[config.mk]
export PLATFORM = sky130hd
export DESIGN_NAME = cadr_regs
export DESIGN_NICKNAME = d
export VERILOG_FILES = /design/src/shared/cadr_pkg.sv /design/src/hw/cadr_regs.sv
export SDC_FILE = /design/constraint.sdc
export NUM_CORES = 1
export LEC_CHECK = 0
export BUFFER_PORTS_ARGS = -buffer_cell sky130_fd_sc_hd__buf_4
export CORE_ASPECT_RATIO = 0.75
export CORE_MARGIN = 2
export CORE_UTILIZATION = 40
export CTS_CLUSTER_DIAMETER = 100
export DETAILED_ROUTE_END_ITERATION = 7
export PLACE_DENSITY = 0.68
export SLEW_MARGIN = 0
export SYNTH_ARGS = -nofsm -noshare
export SYNTH_HDL_FRONTEND = slang
export SYNTH_SLANG_ARGS = --single-unit
[constraint.sdc]
create_clock -name pclk -period 1.96 [get_ports pclk]
set_input_delay 0 -clock pclk [delete_from_list [all_inputs] [get_ports pclk]]
set_output_delay 0 -clock pclk [all_outputs]
set_load 0.1 [all_outputs]
[src/shared/cadr_pkg.sv]
// Package for the codec compressor and level-control register bank
package cadr_pkg;
    // Direct byte registers; offsets are not all multiples of four, so they are indexes
    localparam logic [7:0] IDX_CMD = 8'h2F;
    localparam logic [7:0] IDX_DATA = 8'h30;
    localparam logic [7:0] IDX_LDSTAT = 8'h31;
    localparam logic [7:0] IDX_RDSTAT = 8'h32;
    localparam logic [7:0] IDX_LASTAT = 8'h33;
    localparam logic [7:0] IDX_RASTAT = 8'h34;
    localparam logic [7:0] IDX_TEST = 8'h35;
    localparam logic [7:0] IDX_DAC2_CMD = 8'h40;
    localparam logic [7:0] IDX_DAC2_DATA = 8'h41;
    localparam int ADDR_LSB = 2;

    // Indirect addresses
    localparam logic [5:0] IA_0 = 6'h00;
    localparam logic [5:0] IA_1 = 6'h01;
    localparam logic [5:0] IA_2 = 6'h02;
    localparam logic [5:0] IA_3 = 6'h03;
    localparam logic [5:0] IA_4 = 6'h04;

    // Field positions
    localparam int CMD_EN_BIT = 7;
    localparam int CMD_LOAD_BIT = 6;
    localparam int TEST_FAST_BIT = 7;

    // Writable masks: reserved bits ignore writes and read zero
    localparam logic [7:0] M_DAC2_0 = 8'h9F;
    localparam logic [7:0] M_DAC2_1 = 8'h07;
    localparam logic [7:0] M_DAC2_2 = 8'h1F;
    localparam logic [7:0] M_DAC2_3 = 8'h07;
    localparam logic [7:0] M_ADC_0 = 8'h3C;
    localparam logic [7:0] M_ADC_1 = 8'hFF;
    localparam logic [7:0] M_ADC_2 = 8'hFF;
    localparam logic [7:0] M_ADC_3 = 8'h1F;
    localparam logic [7:0] M_ADC_4 = 8'h1F;
    localparam logic [7:0] M_TEST = 8'h80;

    // Reset values
    localparam logic [7:0] RST_ZERO = 8'h00;
    localparam logic [7:0] RST_ADC_0 = 8'h34;
    localparam logic [7:0] RST_ADC_1 = 8'h07;
    localparam logic [7:0] RST_ADC_2 = 8'h44;
    localparam logic [7:0] RST_ADC_3 = 8'h1F;

    localparam logic [2:0] RATIO_MAX = 3'h5;

    // Decoded compressor settings per channel
    typedef struct packed {
        logic [4:0] threshold;
        logic [2:0] ratio;
    } cadr_comp_s;

    // Decoded level-control settings
    typedef struct packed {
        logic enable;
        logic [3:0] target;
        logic gate_enable;
        logic [2:0] gate_threshold;
        logic [3:0] hold;
        logic [3:0] ramp_down_interval;
        logic [3:0] ramp_up_interval;
        logic [4:0] upper_limit;
        logic [4:0] lower_limit;
    } cadr_agc_s;
endpackage

[src/hw/cadr_regs.sv]
// Register bank for the second DAC compressor and the ADC level control
`timescale 1ns/100ps
module cadr_regs (
    input wire logic pclk,
    input wire logic presetn,
    input wire logic clk_en,
    input wire logic psel,
    input wire logic penable,
    input wire logic pwrite,
    input wire logic [11:0] paddr,
    input wire logic [31:0] pwdata,
    input wire logic [3:0] pstrb,
    output logic [31:0] prdata,
    output logic pready,
    output logic pslverr,
    output cadr_pkg::cadr_comp_s dac2_left,
    output cadr_pkg::cadr_comp_s dac2_right,
    output cadr_pkg::cadr_agc_s adc_ctrl,
    output logic fast_startup
);
    // Direct registers: level-control command and data, compressor command and data, test
    logic [7:0] cmd;
    logic [7:0] data;
    logic [7:0] dcmd;
    logic [7:0] ddata;
    logic [7:0] test;
    logic [7:0] next_cmd;
    logic [7:0] next_data;
    logic [7:0] next_dcmd;
    logic [7:0] next_ddata;
    logic [7:0] next_test;

    // Indirect banks, addressed by the low bits of each command's address field
    logic [7:0] dac2 [0:3];
    logic [7:0] adc [0:4];
    logic [7:0] next_dac2 [0:3];
    logic [7:0] next_adc [0:4];

    // Bus answer
    logic [31:0] next_prdata;
    logic next_pready;
    logic next_pslverr;

    // Decoded settings toward the datapath
    cadr_pkg::cadr_comp_s next_left;
    cadr_pkg::cadr_comp_s next_right;
    cadr_pkg::cadr_agc_s next_ctrl;
    logic next_fast;

    // Address decode and access qualifiers
    logic [7:0] idx;
    logic acc;
    logic wr;
    logic rd;
    logic wr_en;
    logic mapped;
    logic [7:0] wbyte;
    logic [7:0] adc_sel;
    logic [7:0] dac2_sel;
    logic adc_hit;
    logic dac2_hit;
    logic adc_commit;
    logic dac2_commit;

    // Word index of the byte register; the byte-lane bits below it are ignored
    assign idx = paddr[cadr_pkg::ADDR_LSB +: 8];
    // One wait state: the access is taken in its first cycle, pready answers in the next
    assign acc = psel && penable && !pready;
    assign wr = acc && pwrite;
    assign rd = acc && !pwrite;
    // Only the low lane carries data; a write with its strobe low changes nothing
    assign wr_en = wr && pstrb[0];
    assign wbyte = pwdata[7:0];

    // Register map; any other index answers with an error and writes nothing
    always_comb begin
        case (idx)
            cadr_pkg::IDX_CMD,
            cadr_pkg::IDX_DATA,
            cadr_pkg::IDX_LDSTAT,
            cadr_pkg::IDX_RDSTAT,
            cadr_pkg::IDX_LASTAT,
            cadr_pkg::IDX_RASTAT,
            cadr_pkg::IDX_TEST,
            cadr_pkg::IDX_DAC2_CMD,
            cadr_pkg::IDX_DAC2_DATA: mapped = 1'b1;
            default: mapped = 1'b0;
        endcase
    end

    // Masks for the indirect spaces
    function automatic logic [7:0] adc_mask(input logic [5:0] a);
        case (a)
            cadr_pkg::IA_0: adc_mask = cadr_pkg::M_ADC_0;
            cadr_pkg::IA_1: adc_mask = cadr_pkg::M_ADC_1;
            cadr_pkg::IA_2: adc_mask = cadr_pkg::M_ADC_2;
            cadr_pkg::IA_3: adc_mask = cadr_pkg::M_ADC_3;
            cadr_pkg::IA_4: adc_mask = cadr_pkg::M_ADC_4;
            default: adc_mask = 8'h00;
        endcase
    endfunction

    function automatic logic [7:0] dac2_mask(input logic [5:0] a);
        case (a)
            cadr_pkg::IA_0: dac2_mask = cadr_pkg::M_DAC2_0;
            cadr_pkg::IA_1: dac2_mask = cadr_pkg::M_DAC2_1;
            cadr_pkg::IA_2: dac2_mask = cadr_pkg::M_DAC2_2;
            cadr_pkg::IA_3: dac2_mask = cadr_pkg::M_DAC2_3;
            default: dac2_mask = 8'h00;
        endcase
    endfunction

    // Indirect read-back selection; unknown addresses read zero
    always_comb begin
        adc_hit = (cmd[5:0] <= cadr_pkg::IA_4);
        dac2_hit = (dcmd[5:0] <= cadr_pkg::IA_3);
        adc_sel = adc_hit ? adc[cmd[2:0]] : 8'h00;
        dac2_sel = dac2_hit ? dac2[dcmd[1:0]] : 8'h00;
    end

    // A command write with load set commits the staged byte once; the bit then just holds,
    // and each further command write with load set commits again, with no need to clear it first
    assign adc_commit = wr_en && (idx == cadr_pkg::IDX_CMD) && wbyte[cadr_pkg::CMD_LOAD_BIT]
        && (adc_mask(wbyte[5:0]) != 8'h00);
    assign dac2_commit = wr_en && (idx == cadr_pkg::IDX_DAC2_CMD)
        && wbyte[cadr_pkg::CMD_LOAD_BIT] && (dac2_mask(wbyte[5:0]) != 8'h00);

    // Level-control command and data registers
    always_comb begin
        next_cmd = cmd;
        next_data = data;
        if (wr_en && idx == cadr_pkg::IDX_CMD) begin
            next_cmd = wbyte;
        end
        if (wr_en && idx == cadr_pkg::IDX_DATA) begin
            next_data = wbyte;
        end
    end

    always_ff @(posedge pclk or negedge presetn) begin
        if (!presetn) begin
            cmd <= cadr_pkg::RST_ZERO;
            data <= cadr_pkg::RST_ZERO;
        end else if (clk_en) begin
            cmd <= next_cmd;
            data <= next_data;
        end
    end

    // Compressor command and data registers
    always_comb begin
        next_dcmd = dcmd;
        next_ddata = ddata;
        if (wr_en && idx == cadr_pkg::IDX_DAC2_CMD) begin
            next_dcmd = wbyte;
        end
        if (wr_en && idx == cadr_pkg::IDX_DAC2_DATA) begin
            next_ddata = wbyte;
        end
    end

    always_ff @(posedge pclk or negedge presetn) begin
        if (!presetn) begin
            dcmd <= cadr_pkg::RST_ZERO;
            ddata <= cadr_pkg::RST_ZERO;
        end else if (clk_en) begin
            dcmd <= next_dcmd;
            ddata <= next_ddata;
        end
    end

    // Test register: only the fast start-up bit is kept, the rest reads zero
    always_comb begin
        next_test = test;
        if (wr_en && idx == cadr_pkg::IDX_TEST) begin
            next_test = wbyte & cadr_pkg::M_TEST;
        end
    end

    always_ff @(posedge pclk or negedge presetn) begin
        if (!presetn) begin
            test <= cadr_pkg::RST_ZERO;
        end else if (clk_en) begin
            test <= next_test;
        end
    end

    // Level-control indirect bank; the commit uses the data byte stored before the write
    always_comb begin
        for (int i = 0; i < 5; i++) begin
            next_adc[i] = adc[i];
        end
        if (adc_commit) begin
            next_adc[wbyte[2:0]] = data & adc_mask(wbyte[5:0]);
        end
    end

    // Reset values give a usable level control before software touches it
    always_ff @(posedge pclk or negedge presetn) begin
        if (!presetn) begin
            adc[0] <= cadr_pkg::RST_ADC_0;
            adc[1] <= cadr_pkg::RST_ADC_1;
            adc[2] <= cadr_pkg::RST_ADC_2;
            adc[3] <= cadr_pkg::RST_ADC_3;
            adc[4] <= cadr_pkg::RST_ZERO;
        end else if (clk_en) begin
            for (int i = 0; i < 5; i++) begin
                adc[i] <= next_adc[i];
            end
        end
    end

    // Compressor indirect bank, same load protocol as the level control
    always_comb begin
        for (int i = 0; i < 4; i++) begin
            next_dac2[i] = dac2[i];
        end
        if (dac2_commit) begin
            next_dac2[wbyte[1:0]] = ddata & dac2_mask(wbyte[5:0]);
        end
    end

    always_ff @(posedge pclk or negedge presetn) begin
        if (!presetn) begin
            for (int i = 0; i < 4; i++) begin
                dac2[i] <= cadr_pkg::RST_ZERO;
            end
        end else if (clk_en) begin
            for (int i = 0; i < 4; i++) begin
                dac2[i] <= next_dac2[i];
            end
        end
    end

    // Bus answer: ready and error pulse for one cycle, read data holds until the next read
    always_comb begin
        next_pready = acc;
        next_pslverr = acc && !mapped;
        next_prdata = prdata;
        if (rd) begin
            next_prdata = 32'h0000_0000;
            case (idx)
                cadr_pkg::IDX_CMD: next_prdata[7:0] = cmd;
                // Load clear shows the addressed register, load set shows the staged byte
                cadr_pkg::IDX_DATA: next_prdata[7:0] =
                    cmd[cadr_pkg::CMD_LOAD_BIT] ? data : adc_sel;
                cadr_pkg::IDX_DAC2_CMD: next_prdata[7:0] = dcmd;
                cadr_pkg::IDX_DAC2_DATA: next_prdata[7:0] =
                    dcmd[cadr_pkg::CMD_LOAD_BIT] ? ddata : dac2_sel;
                cadr_pkg::IDX_TEST: next_prdata[7:0] = test;
                // Status registers and unmapped indexes read zero
                default: next_prdata[7:0] = 8'h00;
            endcase
        end
    end

    always_ff @(posedge pclk or negedge presetn) begin
        if (!presetn) begin
            prdata <= 32'h0000_0000;
            pready <= 1'b0;
            pslverr <= 1'b0;
        end else if (clk_en) begin
            prdata <= next_prdata;
            pready <= next_pready;
            pslverr <= next_pslverr;
        end
    end

    // Decoded settings toward the datapath
    always_comb begin
        next_left.threshold = dac2[0][4:0];
        next_left.ratio = dac2[1][2:0];
        // Coupled mode: right channel follows the left settings
        next_right.threshold = dac2[0][7] ? dac2[0][4:0] : dac2[2][4:0];
        next_right.ratio = dac2[0][7] ? dac2[1][2:0] : dac2[3][2:0];
        // Reserved ratio codes are clamped to the largest legal ratio
        if (next_left.ratio > cadr_pkg::RATIO_MAX) begin
            next_left.ratio = cadr_pkg::RATIO_MAX;
        end
        if (next_right.ratio > cadr_pkg::RATIO_MAX) begin
            next_right.ratio = cadr_pkg::RATIO_MAX;
        end
        next_ctrl.enable = cmd[cadr_pkg::CMD_EN_BIT];
        next_ctrl.target = adc[0][5:2];
        next_ctrl.gate_enable = adc[1][7];
        next_ctrl.gate_threshold = adc[1][6:4];
        next_ctrl.hold = adc[1][3:0];
        // Codes are per-step waits, passed raw to the step timer
        next_ctrl.ramp_down_interval = adc[2][7:4];
        next_ctrl.ramp_up_interval = adc[2][3:0];
        next_ctrl.upper_limit = adc[3][4:0];
        next_ctrl.lower_limit = adc[4][4:0];
        next_fast = test[cadr_pkg::TEST_FAST_BIT];
    end

    // Setting outputs trail the registers by one cycle so every output is a flip-flop;
    // clk_en low freezes them together with the rest of the bank
    always_ff @(posedge pclk or negedge presetn) begin
        if (!presetn) begin
            dac2_left <= '0;
            dac2_right <= '0;
            adc_ctrl <= '0;
            fast_startup <= 1'b0;
        end else if (clk_en) begin
            dac2_left <= next_left;
            dac2_right <= next_right;
            adc_ctrl <= next_ctrl;
            fast_startup <= next_fast;
        end
    end
endmodule // cadr_regs

**Word level (Yosys, flattened, before mapping)**

Index checks and enable logic that the tools add are counted.

- Bits in registers: 163
- Input port bits: 54
- Output and inout bits: 82

- Order comparisons: 10
- Equality and inequality tests: 13
- Muxes and demuxes: 26
- Bitwise gates (word level): 6
- Reduce and logical (&&, ||, !) cells: 35

Operators with widths:

| operator | count |
|---|---|
| $mux 8 | 12 |
| $eq 8x6->1 const B | 7 |
| $pmux 8 s3 | 2 |
| $bwmux 40 | 1 |
| $pmux 8 s5 | 1 |
| $bwmux 32 | 1 |
| $bmux 8 s3 | 1 |
| $demux 8 s3 | 1 |
| $logic_and 1x1->1 | 17 |
| $and 8x8->8 | 2 |
| $bmux 8 s2 | 1 |
| $demux 8 s2 | 1 |
| $eq 8x7->1 const B | 2 |
| $reduce_and 2->1 | 8 |
| $reduce_bool 8->1 | 2 |
| $eq 6x2->1 const B | 2 |
| $mux 3 | 3 |
| $reduce_or 9->1 | 1 |
| $ge 4x4->1 const B | 2 |
| $not 3->4 | 2 |
| $eq 6x1->1 const B | 1 |
| $eq 6x3->1 const B | 1 |
| $ge 3x3->1 const B | 2 |
| $gt 3x3->1 const B | 2 |
| other kinds (10) | 15 |

**Depth between registers and ports, before layout**

- Depth after elaboration: 10
- Mapped depth: 8

**Worst setup path before layout**

Ideal clock, no wire load.

- Path type: register to register
- Start point: register pready
- End point: register dac2[16] (netlist name)
- Arrival time: 2.554 ns
- Path slack: -0.719 ns
- Cell stages (with the launch flop): 8
- Path buffers: 2
- Clock period less this slack: 2.679 ns
- Cells stage by stage: dfrtp_1 -> nand4b_4 -> or2_1 -> buf_6 -> or3_4 -> buf_6 -> nor3_4 -> mux2_2

- Word-level cells in the longest chain between the ends: 8

Ends and longest elaborated chain:

| element | line | source |
|---|---|---|
| start, declared | cadr_regs.sv:14 | `output logic pready,` |
| start signal, assigned | cadr_regs.sv:264 | `pready <= next_pready;` |
| $logic_not 1->1 | cadr_regs.sv:68 | `assign acc = psel && penable && !pready;` |
| $logic_and 1x1->1 | cadr_regs.sv:68 |  |
| $logic_and 1x1->1 | cadr_regs.sv:69 | `assign wr = acc && pwrite;` |
| $logic_and 1x1->1 | cadr_regs.sv:72 | `assign wr_en = wr && pstrb[0];` |
| $logic_and 1x1->1 | cadr_regs.sv:125 | `assign dac2_commit = wr_en && (idx == cadr_pkg::IDX_DAC2_CMD)` |
| $logic_and 1x1->1 (2 in a row) | cadr_regs.sv:126 | `&& wbyte[cadr_pkg::CMD_LOAD_BIT] && (dac2_mask(wbyte[5:0]) != 8'h00);` |
| $reduce_and 2->1 (no source line) | -- |  |
| end signal, assigned by index | cadr_regs.sv:226 | `dac2[i] <= cadr_pkg::RST_ZERO;` |
| end signal, assigned by index | cadr_regs.sv:230 | `dac2[i] <= next_dac2[i];` |
| end, declared | cadr_regs.sv:34 | `logic [7:0] dac2 [0:3];` |

Every way passes these cells.
A chain may end at the register's enable or synchronous reset.

**Worst setup path after layout**

- Start point: register pready
- End point: register dac2[17] (netlist name)

The elaborated chain is that of the path after synthesis.

==> summary.md <==
| Metric | Value |
|---|---|
| Via Count | a little over 5000 |
| Nets@finish | 776 |
| CORE AREA | 17000 sq um |
| Startpoint types | register |
| Final wirelength | between 15000 and 20000 um |
| Post-synth EDFFs | 0 |
| Clk_skew | about 0.01 ns |
| Mapped cell area | 7040 sq um |
| Worst vdd ir | 0.539 mV |
| Register area share after synthesis | a little under three fifths |
| Worst Max-Slew Pin Slew | 0.933 ns |
| GR Overflow Total | 0 |
| Final Non-Filler Cells | about 1000 |
| RSZ-0062 raised after global routing | true |
| Synth top area share | roughly half |
| Placed Cells | roughly 900 |
| Reg-to-reg startpoint | pready |
| Wire length of the first global-routing pass | 28300 um |
| Pleak | between 4 and 5 nW |
| Power Density | 850 nW/um^2 |
| Asr flop ratio synth | 100% |
| Psw | ~0.0021 W |
| CTS tree | done |
| Pre-antenna DRT Iters | 5 |
| Root buffer cell | clkbuf_16 |
| Hold crit path type | in2reg |
| Endpoints failing hold | 0 |
| Iteration-0 DRC count of the detailed router | about 360 |
| Mapped Avg Cell Area | around 12 sq um |
| Failing checks | setup timing |
| Layout area overhead | 26.4% |
| # setup viols final | 6 |
| WP data arrival | around 2.4 ns |
| Design Area, Final | between 8000 and 9000 sq um |
| Vias in the first global route | between 5000 and 6000 |
| Fin util | a little over half |
| # DRC | 0 |
| Inserted Diodes | 0 |
| Placed instance area | roughly 8100 sq um |
| Clock Tree Buf Depth | 2 |
| CP Launch Point | pready |
| Max Fclk | 0.490 GHz |
| Critical Path RT | around 2.3 ns |
| Row cnt | about 40 |
| Routed len/inst | ~19 um |
| Area leader, netlist | dfrtp_1 |
| Power Total | around 0.0076 W |
| Depth of the CTS H-tree | 4 |
| Part of the power in combinational logic | 12.5% |
| Most area-consuming cells after synthesis | dfrtp_1 (50%), mux2_2 (13%), dfstp_2 (4.8%), nand2_1 (4.8%), mux4_2 (4.5%) |
| Seq cells post-synth | approximately 160 |
| Share of cells above drive strength 1 | between 30% and 40% |
| Die X | between 150 and 200 um |
| Filler cells | ~1500 |
| Register share of total power | 43.5% |
| Remaining antenna violation count | 0 |
| Max FO, Critical Path | 6 |
| R2R Setup Slk | -0.08 ns |
| I/O pin count | around 140 |
| Num Clock Sinks | between 150 and 200 |
| Outcome | finished with violations |
| Setup CP Type | reg2reg |
| Setup crit end kind | register |
| Synth Instances | ~600 |
| Initial antenna violation count | 1 |
| Final min period | a little over 2 ns |
| Max_slew headroom | between 30% and 40% |
| Top_reg_cell synth | dfrtp_1 |
| Die height | 119 um |
| Clock Power Share | between 40% and 50% |
| RePlAce Congestion | roughly 0.90 |
| Fin worst setup slack | -0.0806 ns |
| Switch share | roughly 28% |
| Clock Pin Slew Worst Setup and Hold Paths | 0.06 ns |
| Port Buffers | 80 |
| CTS Buf Count | 17 |
| Post-detail-place hpwl | 13200 um |
| Yosys Warn Count | 0 |
| Cell variety after synth | 51 |
| Full die area | ~19000 sq um |
| Slew Viols, Final | 0 |
| Initial cell density of the core | around two fifths |
| Final period util | 104% |
| Worst hold path startpoint | psel |
| Max-cap viol count | 0 |
| Pin count of the biggest net entering global routing | 59 |
| Tot GR Track Use | between 10% and 20% |
| Drt via density | 5.30 |
| Worst-Skew Late Latency | 0.43 ns |
| P_int | 0.00545 W |
[flip-flops by register name (all words and copies together) (netlist names)]
register / cells
pslverr: 1
ddata: 8
data: 8
fast_startup: 1
test: 1
cmd: 8
adc_ctrl: 31
pready: 1
adc: 40
dac2_left: 8
dac2_right: 8
dcmd: 8
dac2: 24
prdata: 8
[stage by stage]
stage	setup WS (ns)	hold slack, ns	TNS, ns
floorplan	-0.439	-0.296	-6.74
global placement	-0.0202	-0.0274	-0.0708
detailed placement	-0.0872	-0.0123	-0.677
CTS	-0.0686	0.0358	-0.440
global route	-0.122	0.0612	-0.561
finish	-0.0806	0.0514	-0.270
[cell usage after synthesis, drive strengths merged, types with 3 or more instances]
cell type  number
nand3          12
nor2           21
mux2           81
nand4b          3
nor3            7
buf            33
inv             8
nor4            5
a211oi          7
mux2i           6
mux4           14
a221oi          6
nor2b          10
nand2          90
dfrtp         142
o211ai          5
and3            8
clkbuf         24
or4             3
and2           12
o21ai          38
dfstp          13
a21oi          22
[power groups by stage]
stage | clock network (W) | registers, W | logic [W]
after detailed placement | 0 | 0.00335 | 0.000934
final | 0.00332 | 0.00329 | 0.000947
after floorplan | 0 | 0.00368 | 0.000360
after global placement | 0 | 0.00334 | 0.000925
after CTS | 0.00339 | 0.00329 | 0.000950
after global routing | 0.00351 | 0.00329 | 0.000991
[area by class of cell]
type | count | area, sq um | share of cell area (%)
Timing Repair Buffer | 139 | 1140 | 12.8
Sequential cell | 155 | 3900 | 43.8
Multi-Input combinational cell | 400 | 2930 | 32.9
Clock inverter | 9 | 111 | 1.25
Clock buffer | 23 | 488 | 5.48
Tap cell | 236 | 295 | 3.32
Inverter | 9 | 33.8 | 0.380
[layout by cell type (no fill, tap or decap), types with 5 or more instances in the layout]
cell type and instances:
dfstp_2 13, clkbuf_16 17, mux4_2 14, dlygate4sd3_1 9
buf_6 7, a221oi_1 5, nand3_1 11, inv_1 8
and2_1 12, a211oi_1 7, mux2_2 74, nor2b_1 9
a21oi_1 22, nor2_1 20, buf_4 119, o211ai_1 5
o21ai_0 38, nand2_1 89, conb_1 24, mux2i_1 6
mux2_4 7, dfrtp_1 140, and3_1 8
[cell families (layout without fill, tap and decap cells)]
logic type / Yosys count / count (layout) / share of synthesized area (%)
other: 1 / 24 / 0.0532
flip-flops: 155 / 155 / 55.3
AO/OA/AOI/OAI: 88 / 88 / 7.46
AND/OR/NAND/NOR: 187 / 187 / 13.8
buffers and inverters: 66 / 180 / 5.15
multiplexers: 101 / 101 / 18.3
[path summary, 6_finish.rpt]
check / endpoint / cells past startpoint
worst max-delay path: dac2[17] / 5
worst min-delay path: pready / 4
worst max register to register: dac2[17] / 5
worst min register to register: dcmd[7] / 2
max in group asynchronous: adc[22] / 3
min in group asynchronous: ddata[5] / 2
[worst max-delay path, stage by stage, from the launching register on]
cell	delay, ns
dfrtp_4	0.47
nand4b_4	0.17
or2_1	0.23
or3_4	0.41
nor3_4	0.30
mux2_4	0.33
[layer usage]
layer  global-route usage [%]  vias to the layer above  part of all wire, %  wire [um]
met5                        0                        -                0.089         16
met4                     7.16                        2                  1.7        314
met3                     5.46                       26                  7.4       1340
met2                     28.4                      180                   43       7720
met1                     29.3                     2604                   48       8610
li1                         -                     2331                    -          -
[repair_timing]
item	4_1_cts	5_1_grt
buffers inserted	4	2
gates cloned	0	0
gates resized for setup	4	11
endpoints found under the setup margin	12	50
hold buffers	9	0
endpoints found under the hold margin	174	0
pin swaps	1	2
No activity file was read; power rests on OpenSTA's default activity.
